### config.mk
export PLATFORM = sky130hd
export DESIGN_NAME = iow_top
export DESIGN_NICKNAME = d
export VERILOG_FILES = /design/src/rtl/iow_pkg.sv /design/src/rtl/iow_wake_timer.sv /design/src/rtl/iow_top.sv
export SDC_FILE = /design/constraint.sdc
export NUM_CORES = 1
export LEC_CHECK = 0
export BUFFER_PORTS_ARGS = -buffer_cell sky130_fd_sc_hd__buf_2
export CAP_MARGIN = 25
export CORE_MARGIN = 2
export CORE_UTILIZATION = 34
export CTS_BUF_LIST = sky130_fd_sc_hd__clkbuf_4 sky130_fd_sc_hd__clkbuf_8
export DETAILED_ROUTE_END_ITERATION = 16
export HOLD_SLACK_MARGIN = 0.02
export SYNTH_ARGS = -nofsm -noshare
export SYNTH_HDL_FRONTEND = slang
export SYNTH_SLANG_ARGS = --single-unit
export TNS_END_PERCENT = 5
### constraint.sdc
create_clock -name hclk -period 2.5 [get_ports hclk]
set_input_delay 0.25 -clock hclk [delete_from_list [all_inputs] [get_ports hclk]]
set_output_delay 0.25 -clock hclk [all_outputs]
set_load 0.03 [all_outputs]
### src/rtl/iow_pkg.sv
// How it works
// - pin toggle wakes both halts; others light only
// - deep halt ignores timer and comparator events
// - normal wake resumes after 3000 slow clocks
// - fast wake resumes after 45 slow clocks
// - fast boot option forces fast; else bit5
// - direction 0 input, 1 drives output data
// - input with pull-high bit gets pull-up
// - only port B bits 3, 6 pull-low
// - both pull bits set enable both resistors
// - driving low turns the pull-up off
// - driving high turns the pull-down off
// - data read gives pad for inputs with digital input enabled (0 if disabled), latch otherwise
// - port A bit 5, port B bit 0 open-drain
// - any eligible pin toggle wakes from halt
// - comparator wake gated by select wake enable
package iow_pkg;
  localparam logic [7:0] OFF_PA_DATA  = 8'h00;
  localparam logic [7:0] OFF_PA_DIR   = 8'h04;
  localparam logic [7:0] OFF_PA_PH    = 8'h08;
  localparam logic [7:0] OFF_PA_DIE   = 8'h0C;
  localparam logic [7:0] OFF_PB_DATA  = 8'h10;
  localparam logic [7:0] OFF_PB_DIR   = 8'h14;
  localparam logic [7:0] OFF_PB_PH    = 8'h18;
  localparam logic [7:0] OFF_PB_PL    = 8'h1C;
  localparam logic [7:0] OFF_PB_DIE   = 8'h20;
  localparam logic [7:0] OFF_MISC     = 8'h24;
  localparam logic [7:0] OFF_CMP_CTRL = 8'h28;
  localparam logic [7:0] OFF_CMP_SEL  = 8'h2C;
  localparam logic [7:0] OFF_HALT     = 8'h30;

  localparam int MISC_FAST_BIT    = 5;
  localparam int CMP_EN_BIT       = 7;
  localparam int CMP_WAKE_BIT     = 6;
  localparam int HALT_LIGHT_BIT   = 0;
  localparam int HALT_DEEP_BIT    = 1;

  localparam logic [7:0] PB_PL_MASK = 8'h48;
  localparam logic [7:0] PA_OD_MASK = 8'h20;
  localparam logic [7:0] PB_OD_MASK = 8'h01;

  localparam logic [7:0] RST_REG8   = 8'h00;
  localparam logic [7:0] RST_DIE    = 8'hFF;

  localparam int WAKE_CNT_W = 12;
  localparam logic [WAKE_CNT_W-1:0] WAKE_NORMAL_TICKS = 12'hBB8;
  localparam logic [WAKE_CNT_W-1:0] WAKE_FAST_TICKS   = 12'h02D;

  typedef struct packed {
    logic [7:0] data;
    logic [7:0] dir;
    logic [7:0] pull_high;
    logic [7:0] din_en;
  } iow_port_cfg_t;

  typedef enum logic [1:0] {ST_RUN, ST_LIGHT, ST_DEEP, ST_WAKE} iow_state_t;
endpackage

### src/rtl/iow_wake_timer.sv
`timescale 1ns/1ps
module iow_wake_timer import iow_pkg::*;
#(
  parameter logic [WAKE_CNT_W-1:0] NORMAL_CNT = WAKE_NORMAL_TICKS,
  parameter logic [WAKE_CNT_W-1:0] FAST_CNT   = WAKE_FAST_TICKS
)
(
  input  wire logic hclk,
  input  wire logic hresetn,
  input  wire logic start,
  input  wire logic fast,
  input  wire logic tick,
  output logic      busy,
  output logic      done
);
  logic [WAKE_CNT_W-1:0] cnt;
  logic [WAKE_CNT_W-1:0] target;

  always_ff @(posedge hclk or negedge hresetn)
  begin
    if (!hresetn)
    begin
      busy   <= 1'b0;
      done   <= 1'b0;
      cnt    <= '0;
      target <= '0;
    end
    else
    begin
      done <= 1'b0;
      if (start)
      begin
        busy   <= 1'b1;
        cnt    <= '0;
        target <= fast ? FAST_CNT : NORMAL_CNT;
      end
      else if (busy && tick)
      begin
        cnt <= cnt + 1'b1;
        if (cnt == target - 1'b1)
        begin
          busy <= 1'b0;
          done <= 1'b1;
        end
      end
    end
  end
endmodule

### src/rtl/iow_top.sv
// Chosen here: the AHB-Lite slave port and the register addresses.
`timescale 1ns/1ps
module iow_top import iow_pkg::*;
(
  input  wire logic        hclk,
  input  wire logic        hresetn,
  input  wire logic        hsel,
  input  wire logic [31:0] haddr,
  input  wire logic [1:0]  htrans,
  input  wire logic        hwrite,
  input  wire logic [2:0]  hsize,
  input  wire logic [31:0] hwdata,
  input  wire logic        hready,
  output logic             hreadyout,
  output logic             hresp,
  output logic [31:0]      hrdata,
  input  wire logic [7:0]  pa_in,
  output logic [7:0]       pa_out,
  output logic [7:0]       pa_oe,
  output logic [7:0]       pa_pull_up,
  input  wire logic [7:0]  pb_in,
  output logic [7:0]       pb_out,
  output logic [7:0]       pb_oe,
  output logic [7:0]       pb_pull_up,
  output logic [7:0]       pb_pull_down,
  input  wire logic        slow_rc_osc,
  input  wire logic        timer_wake_evt,
  input  wire logic        cmp_wake_evt,
  input  wire logic        fast_boot_opt,
  output logic             core_clk_en,
  output logic             halted
);
  iow_port_cfg_t   port_a;
  iow_port_cfg_t   port_b;
  logic [7:0]      pb_pull_low;
  logic [7:0]      misc;
  logic [7:0]      analog_cmp_control;
  logic [7:0]      analog_cmp_select;
  logic            fast_boot_q;
  logic            wake_by_pin;
  iow_state_t      state;
  logic            wr_pend;
  logic [7:0]      wr_addr;
  logic            addr_ok;
  logic [31:0]     next_rdata;
  logic [15:0]     pin_s1;
  logic [15:0]     pin_s2;
  logic [15:0]     pin_s3;
  logic [15:0]     pin_lvl;
  logic [15:0]     pin_snap;
  logic [15:0]     eligible;
  logic            pin_change;
  logic [2:0]      rc_sync;
  logic            rc_lvl;
  logic            rc_lvl_d;
  logic            rc_tick;
  logic            wake_fast;
  logic            light_evt;
  logic            wake_start;
  logic            wake_busy;
  logic            wake_done;
  logic [7:0]      pa_rd;
  logic [7:0]      pb_rd;
  logic [7:0]      halt_status;

  // zero wait states; every access is answered OKAY
  assign hreadyout = 1'b1;
  assign hresp     = 1'b0;
  assign addr_ok   = hsel && htrans[1] && hready;

  // agreed level: a bit moves only once stages two and three match
  always_ff @(posedge hclk or negedge hresetn)
  begin
    if (!hresetn)
    begin
      pin_s1  <= '0;
      pin_s2  <= '0;
      pin_s3  <= '0;
      pin_lvl <= '0;
    end
    else
    begin
      pin_s1  <= {pb_in, pa_in};
      pin_s2  <= pin_s1;
      pin_s3  <= pin_s2;
      pin_lvl <= (pin_s3 & ~(pin_s2 ^ pin_s3)) | (pin_lvl & (pin_s2 ^ pin_s3));
    end
  end

  always_ff @(posedge hclk or negedge hresetn)
  begin
    if (!hresetn)
    begin
      rc_sync  <= 3'h0;
      rc_lvl   <= 1'b0;
      rc_lvl_d <= 1'b0;
    end
    else
    begin
      rc_sync  <= {rc_sync[1:0], slow_rc_osc};
      if (rc_sync[1] == rc_sync[2])
      begin
        rc_lvl <= rc_sync[2];
      end
      rc_lvl_d <= rc_lvl;
    end
  end

  // slow oscillator is sampled, so it must be well below hclk / 6
  assign rc_tick = rc_lvl && !rc_lvl_d;

  // strap follows the pin after release, never loaded under reset
  always_ff @(posedge hclk or negedge hresetn)
  begin
    if (!hresetn)
    begin
      fast_boot_q <= 1'b0;
    end
    else
    begin
      fast_boot_q <= fast_boot_opt;
    end
  end

  assign wake_fast = fast_boot_q || misc[MISC_FAST_BIT];

  // pad readback, input path dead when digital input is disabled
  assign pa_rd = (port_a.dir & port_a.data) | (~port_a.dir & pin_lvl[7:0] & port_a.din_en);
  assign pb_rd = (port_b.dir & port_b.data) | (~port_b.dir & pin_lvl[15:8] & port_b.din_en);
  assign halt_status = {4'h0, wake_by_pin, state == ST_WAKE, state == ST_DEEP, state == ST_LIGHT};

  always_comb
  begin
    next_rdata = 32'h0000_0000;
    unique case (haddr[7:0])
      OFF_PA_DATA:  next_rdata[7:0] = pa_rd;
      OFF_PA_DIR:   next_rdata[7:0] = port_a.dir;
      OFF_PA_PH:    next_rdata[7:0] = port_a.pull_high;
      OFF_PA_DIE:   next_rdata[7:0] = port_a.din_en;
      OFF_PB_DATA:  next_rdata[7:0] = pb_rd;
      OFF_PB_DIR:   next_rdata[7:0] = port_b.dir;
      OFF_PB_PH:    next_rdata[7:0] = port_b.pull_high;
      OFF_PB_PL:    next_rdata[7:0] = pb_pull_low;
      OFF_PB_DIE:   next_rdata[7:0] = port_b.din_en;
      OFF_MISC:     next_rdata[7:0] = misc;
      OFF_CMP_CTRL: next_rdata[7:0] = analog_cmp_control;
      OFF_CMP_SEL:  next_rdata[7:0] = analog_cmp_select;
      OFF_HALT:     next_rdata[7:0] = halt_status;
      default:      next_rdata = 32'h0000_0000;
    endcase
    if (|haddr[31:8])
    begin
      next_rdata = 32'h0000_0000;
    end
  end

  // read data sampled at the address phase, stands in the data phase
  always_ff @(posedge hclk or negedge hresetn)
  begin
    if (!hresetn)
    begin
      hrdata  <= 32'h0000_0000;
      wr_pend <= 1'b0;
      wr_addr <= 8'h00;
    end
    else
    begin
      wr_pend <= addr_ok && hwrite && !(|haddr[31:8]);
      wr_addr <= haddr[7:0];
      if (addr_ok && !hwrite)
      begin
        hrdata <= next_rdata;
      end
    end
  end

  always_ff @(posedge hclk or negedge hresetn)
  begin
    if (!hresetn)
    begin
      port_a             <= '{RST_REG8, RST_REG8, RST_REG8, RST_DIE};
      port_b             <= '{RST_REG8, RST_REG8, RST_REG8, RST_DIE};
      pb_pull_low        <= RST_REG8;
      misc               <= RST_REG8;
      analog_cmp_control <= RST_REG8;
      analog_cmp_select  <= RST_REG8;
    end
    else if (wr_pend)
    begin
      unique case (wr_addr)
        OFF_PA_DATA:  port_a.data       <= hwdata[7:0];
        OFF_PA_DIR:   port_a.dir        <= hwdata[7:0];
        OFF_PA_PH:    port_a.pull_high  <= hwdata[7:0];
        OFF_PA_DIE:   port_a.din_en     <= hwdata[7:0];
        OFF_PB_DATA:  port_b.data       <= hwdata[7:0];
        OFF_PB_DIR:   port_b.dir        <= hwdata[7:0];
        OFF_PB_PH:    port_b.pull_high  <= hwdata[7:0];
        OFF_PB_PL:    pb_pull_low       <= hwdata[7:0] & PB_PL_MASK;
        OFF_PB_DIE:   port_b.din_en     <= hwdata[7:0];
        OFF_MISC:     misc              <= hwdata[7:0];
        OFF_CMP_CTRL: analog_cmp_control <= hwdata[7:0];
        OFF_CMP_SEL:  analog_cmp_select <= hwdata[7:0];
        default:      ;
      endcase
    end
  end

  // pad drive; open-drain bits never drive high
  assign pa_out = port_a.data & ~PA_OD_MASK;
  assign pb_out = port_b.data & ~PB_OD_MASK;
  assign pa_oe  = port_a.dir & ~(PA_OD_MASK & port_a.data);
  assign pb_oe  = port_b.dir & ~(PB_OD_MASK & port_b.data);

  // pulls exist only on inputs, so output low or high drops them
  assign pa_pull_up   = port_a.pull_high & ~port_a.dir;
  assign pb_pull_up   = port_b.pull_high & ~port_b.dir;
  assign pb_pull_down = pb_pull_low & PB_PL_MASK & ~port_b.dir;

  // only inputs with digital input enabled can wake
  assign eligible   = {~port_b.dir & port_b.din_en, ~port_a.dir & port_a.din_en};
  assign pin_change = |((pin_lvl ^ pin_snap) & eligible);
  assign light_evt  = timer_wake_evt
                   || (cmp_wake_evt && analog_cmp_select[CMP_WAKE_BIT]
                       && analog_cmp_control[CMP_EN_BIT]);

  always_comb
  begin
    unique case (state)
      ST_LIGHT: wake_start = pin_change || light_evt;
      ST_DEEP:  wake_start = pin_change;
      default:  wake_start = 1'b0;
    endcase
  end

  always_ff @(posedge hclk or negedge hresetn)
  begin
    if (!hresetn)
    begin
      state       <= ST_RUN;
      pin_snap    <= '0;
      wake_by_pin <= 1'b0;
    end
    else
    begin
      unique case (state)
        ST_RUN:
        begin
          pin_snap <= pin_lvl;
          if (wr_pend && wr_addr == OFF_HALT && hwdata[HALT_DEEP_BIT])
          begin
            state <= ST_DEEP;
          end
          else if (wr_pend && wr_addr == OFF_HALT && hwdata[HALT_LIGHT_BIT])
          begin
            state <= ST_LIGHT;
          end
        end
        ST_LIGHT, ST_DEEP:
        begin
          if (wake_start)
          begin
            state       <= ST_WAKE;
            wake_by_pin <= pin_change;
          end
        end
        ST_WAKE:
        begin
          if (wake_done)
          begin
            state <= ST_RUN;
          end
        end
      endcase
    end
  end

  iow_wake_timer u_wake_timer (
    .hclk    (hclk),
    .hresetn (hresetn),
    .start   (wake_start),
    .fast    (wake_fast),
    .tick    (rc_tick),
    .busy    (wake_busy),
    .done    (wake_done)
  );

  // system clock held off until the wake count ends
  assign core_clk_en = (state == ST_RUN);
  assign halted      = (state == ST_LIGHT) || (state == ST_DEEP);
endmodule

==> impl_metrics.json <==
{
  "status": "finished clean",
  "vias_per_cell": 4.937,
  "worst_pin_slew_ns": 0.6641,
  "synth-compound-area-share": 0.07652,
  "hp-class": "input port to register",
  "synth_ff_type": "dfrtp_1",
  "synthSimpleGateAreaFrac": 0.1285,
  "vdd_drop_max_mv": 0.3306,
  "grt_first_pass_wirelength_um": 40930,
  "tns_ns": 0,
  "overflow": 0,
  "fillers": 2795,
  "worstSetupStartpointType": "register",
  "num_vias": 6842,
  "routed_wl_um": 26900,
  "nets": 1074,
  "cts.sinks": 213,
  "setup_viol": 0,
  "die_h_um": 175.1,
  "netlist_area_um2": 9958,
  "pwr_density_cell_nw_per_um2": 660.4,
  "drc": 0,
  "place_hpwl_um": 18840,
  "cp_max_fo": 16,
  "synthAdderAreaFrac": 0.02588,
  "final_cells": 1386,
  "ys_seq_area_frac": 0.5373,
  "num_rows": 62,
  "grt_max_degree": 69,
  "synth-seq-cells": 213,
  "cts-root-buf": "clkbuf_8",
  "synthTopCellsByArea": "dfrtp_1 (50%), mux2_2 (12%), buf_4 (4.7%)",
  "required_ns": 2.25,
  "die_x_um": 175.1,
  "grt_usage": 0.1753,
  "drt_iter0_markers": 484,
  "cts_buffer_depth": 3,
  "cts_buffers": 37,
  "synth.largest_area_cell": "dfrtp_1",
  "postRouteAntennaNets": 0,
  "start_util": 0.3460,
  "grt_pass1_vias": 6815,
  "seqPwrFrac": 0.481,
  "n_antenna_cell": 0,
  "synthDistinctLibCells": 76,
  "power_switching_w": 0.001978,
  "drive_gt1_frac": 0.3723,
  "end_kind": "primary output",
  "dieArea_um2": 30670,
  "pwr-share-comb": 0.086,
  "antenna_found_initial": 0,
  "period_share": 0.9236,
  "wire_per_inst_um": 19.41,
  "crit_type": "register to primary output",
  "multiInputGateArea_um2": 4009,
  "maxSlewHeadroom": 0.5532,
  "synthXorXnorAreaFrac": 0.02551,
  "syn_inst": 812,
  "regArea_um2": 5350,
  "worstPathArrival_ns": 2.06,
  "drv_cap": 0,
  "ys_warn_count": 0,
  "gp_congestion": 0.8779,
  "cts_max_level": 2,
  "hold_violations": 0,
  "async_flop_share": 1.000,
  "synth_top_family_by_area": "multiplexers",
  "ios": 186,
  "coreArea_um2": 28780,
  "rsz0062_at_grt": "no",
  "synthToLayoutAreaGrowth_pct": 19.14,
  "synth.avg_cell_area_um2": 12.26,
  "portBuffers": 123,
  "cts_tree": "built",
  "clkPwrFrac": 0.433,
  "netlist.area_leader.share": 0.4950,
  "drt_pass1_iterations": 5,
  "clk_latency_ns": 0.55,
  "fmax_ghz": 0.4331,
  "clock_skew_ns": 0.02729,
  "synth.mux.area_fraction": 0.1321,
  "finalPower_w": 0.007835,
  "leakage_nw": 5.496,
  "place_inst": 1292,
  "p_int_w": 0.005856,
  "synth_edf_count": 0,
  "maxSlewViolCount": 0,
  "clkTransAtPathRegs_ns": 0.06,
  "fin_crit_ns": 2.309,
  "power.share.switching": 0.2525
}
logic make-up (layout without fill, tap and decap cells):
group,count (synthesis),in the layout
simple gates,219,219
flops,213,213
mux,115,115
compound gates,106,106
buf+inv,104,262
xor+xnor,29,29
fa+ha+maj,24,24
other cells,2,34
area by class of cell:
cell class,instances,area share
clock buffers,64,0.06528
clock inverters,4,0.002847
inverters,12,0.003797
multi-input cells,527,0.3379
flip-flops and latches,213,0.4510
well taps,384,0.04050
repair buffers,182,0.09871
timing repair:
| action | CTS | global route |
|---|---|---|
| buffers inserted | 0 | 0 |
| hold buffers | 26 | 0 |
| endpoints found under the hold margin | 87 | 0 |
| endpoints found under the setup margin | 0 | 0 |
| gates resized for setup | 0 | 0 |
worst paths after layout:
check                      startpoint                endpoint  slack [ns]  cells after the start
min reg2reg                pin_s1[13]              pin_s2[13]        0.34                      0
min in group asynchronous     hresetn     u_wake_timer.cnt[9]        0.25                      2
max in group asynchronous     hresetn               pin_s1[5]        1.45                      3
max reg2reg                  state[1]  u_wake_timer.target[9]        0.33                      7
min                         hwdata[6]               port_a[6]        0.06                      3
max                          state[1]             core_clk_en        0.19                      4
flip-flops by register name (all words and copies together), names as in the netlist, 2 cells and up, named ones only:
signal / flops
pin_snap: 16
misc: 8
state: 2
hrdata: 8
port_a: 25
u_wake_timer.cnt: 12
pin_s3: 16
pin_s1: 16
pa_out: 7
port_b: 25
u_wake_timer.target: 3
analog_cmp_select: 8
analog_cmp_control: 8
pb_out: 7
pb_pull_low: 2
rc_sync: 3
wr_addr: 8
pin_s2: 16
worst max-delay path: stages (launching register included):
cell and delay (ns):
dfrtp_1 0.42, inv_1 0.14, ha_1 0.32, buf_4 0.36, buf_2 0.27
placed cells by master, fill, tap and decap left out, types with 7 or more instances in the layout:
| master | netlist | layout |
|---|---|---|
| nand3_1 | 27 | 27 |
| mux2i_1 | 8 | 8 |
| and3_1 | 8 | 8 |
| nor3_1 | 7 | 7 |
| a22oi_1 | 12 | 12 |
| nor4_1 | 11 | 10 |
| dlygate4sd3_1 | 0 | 26 |
| maj3_1 | 17 | 17 |
| clkbuf_8 | 8 | 47 |
| clkbuf_4 | 0 | 17 |
| nor2b_1 | 28 | 28 |
| inv_1 | 12 | 12 |
| dfrtp_1 | 197 | 197 |
| nand2_1 | 46 | 46 |
| a32oi_1 | 10 | 10 |
| dfstp_2 | 16 | 16 |
| nor2_1 | 43 | 43 |
| conb_1 | 2 | 34 |
| buf_2 | 5 | 122 |
| mux2_2 | 103 | 103 |
| buf_4 | 62 | 30 |
| a21oi_1 | 12 | 12 |
| ha_1 | 7 | 7 |
| xor2_1 | 24 | 24 |
| o21ai_0 | 24 | 24 |
| a31oi_1 | 8 | 8 |
synth_stat cells, drive strengths merged, types with 10 or more instances:
| master | count |
|---|---|
| a22oi | 14 |
| nor2 | 50 |
| xor2 | 24 |
| mux2 | 105 |
| clkbuf | 22 |
| dfrtp | 197 |
| nand2 | 47 |
| maj3 | 17 |
| a21oi | 12 |
| o21ai | 25 |
| nor2b | 28 |
| inv | 12 |
| dfstp | 16 |
| nor4 | 13 |
| buf | 70 |
| nand3 | 27 |
| a32oi | 10 |
power groups by stage:
| stage | sequential (W) | clock, W | combinational (W) |
|---|---|---|---|
| floorplan | 0.00378 | 0 | 0.000458 |
| global placement | 0.00382 | 0 | 0.000633 |
| detailed placement | 0.00383 | 0 | 0.000641 |
| CTS | 0.00377 | 0.00348 | 0.000676 |
| global route | 0.00379 | 0.00364 | 0.000738 |
| finish | 0.00377 | 0.00339 | 0.000670 |
per-stage QoR:
stage | utilization | area (um^2) | hold slack, ns | worst slack [ns]
6_report | 0.4122 | 11860 | 0.06396 | 0.1909
5_1_grt | 0.4122 | 11860 | 0.09070 | 0.08863
4_1_cts | 0.4122 | 11860 | 0.03559 | 0.1382
3_5_place_dp | 0.3751 | 10800 | 0.2583 | 0.3433
3_3_place_gp | 0.3751 | 10800 | 0.2563 | 0.3683
2_1_floorplan | - | 10080 | -0.04559 | 0.4823
routing by layer:
layer  up-vias  wire [um]  track usage
met3        45       1620      0.03329
met1      3397      12100       0.2391
met2       252      12520       0.2790
li1       3148          -            -
met5         -          0            0
met4         0        655      0.06181
Note: power is estimated with default switching activity, not from simulation.
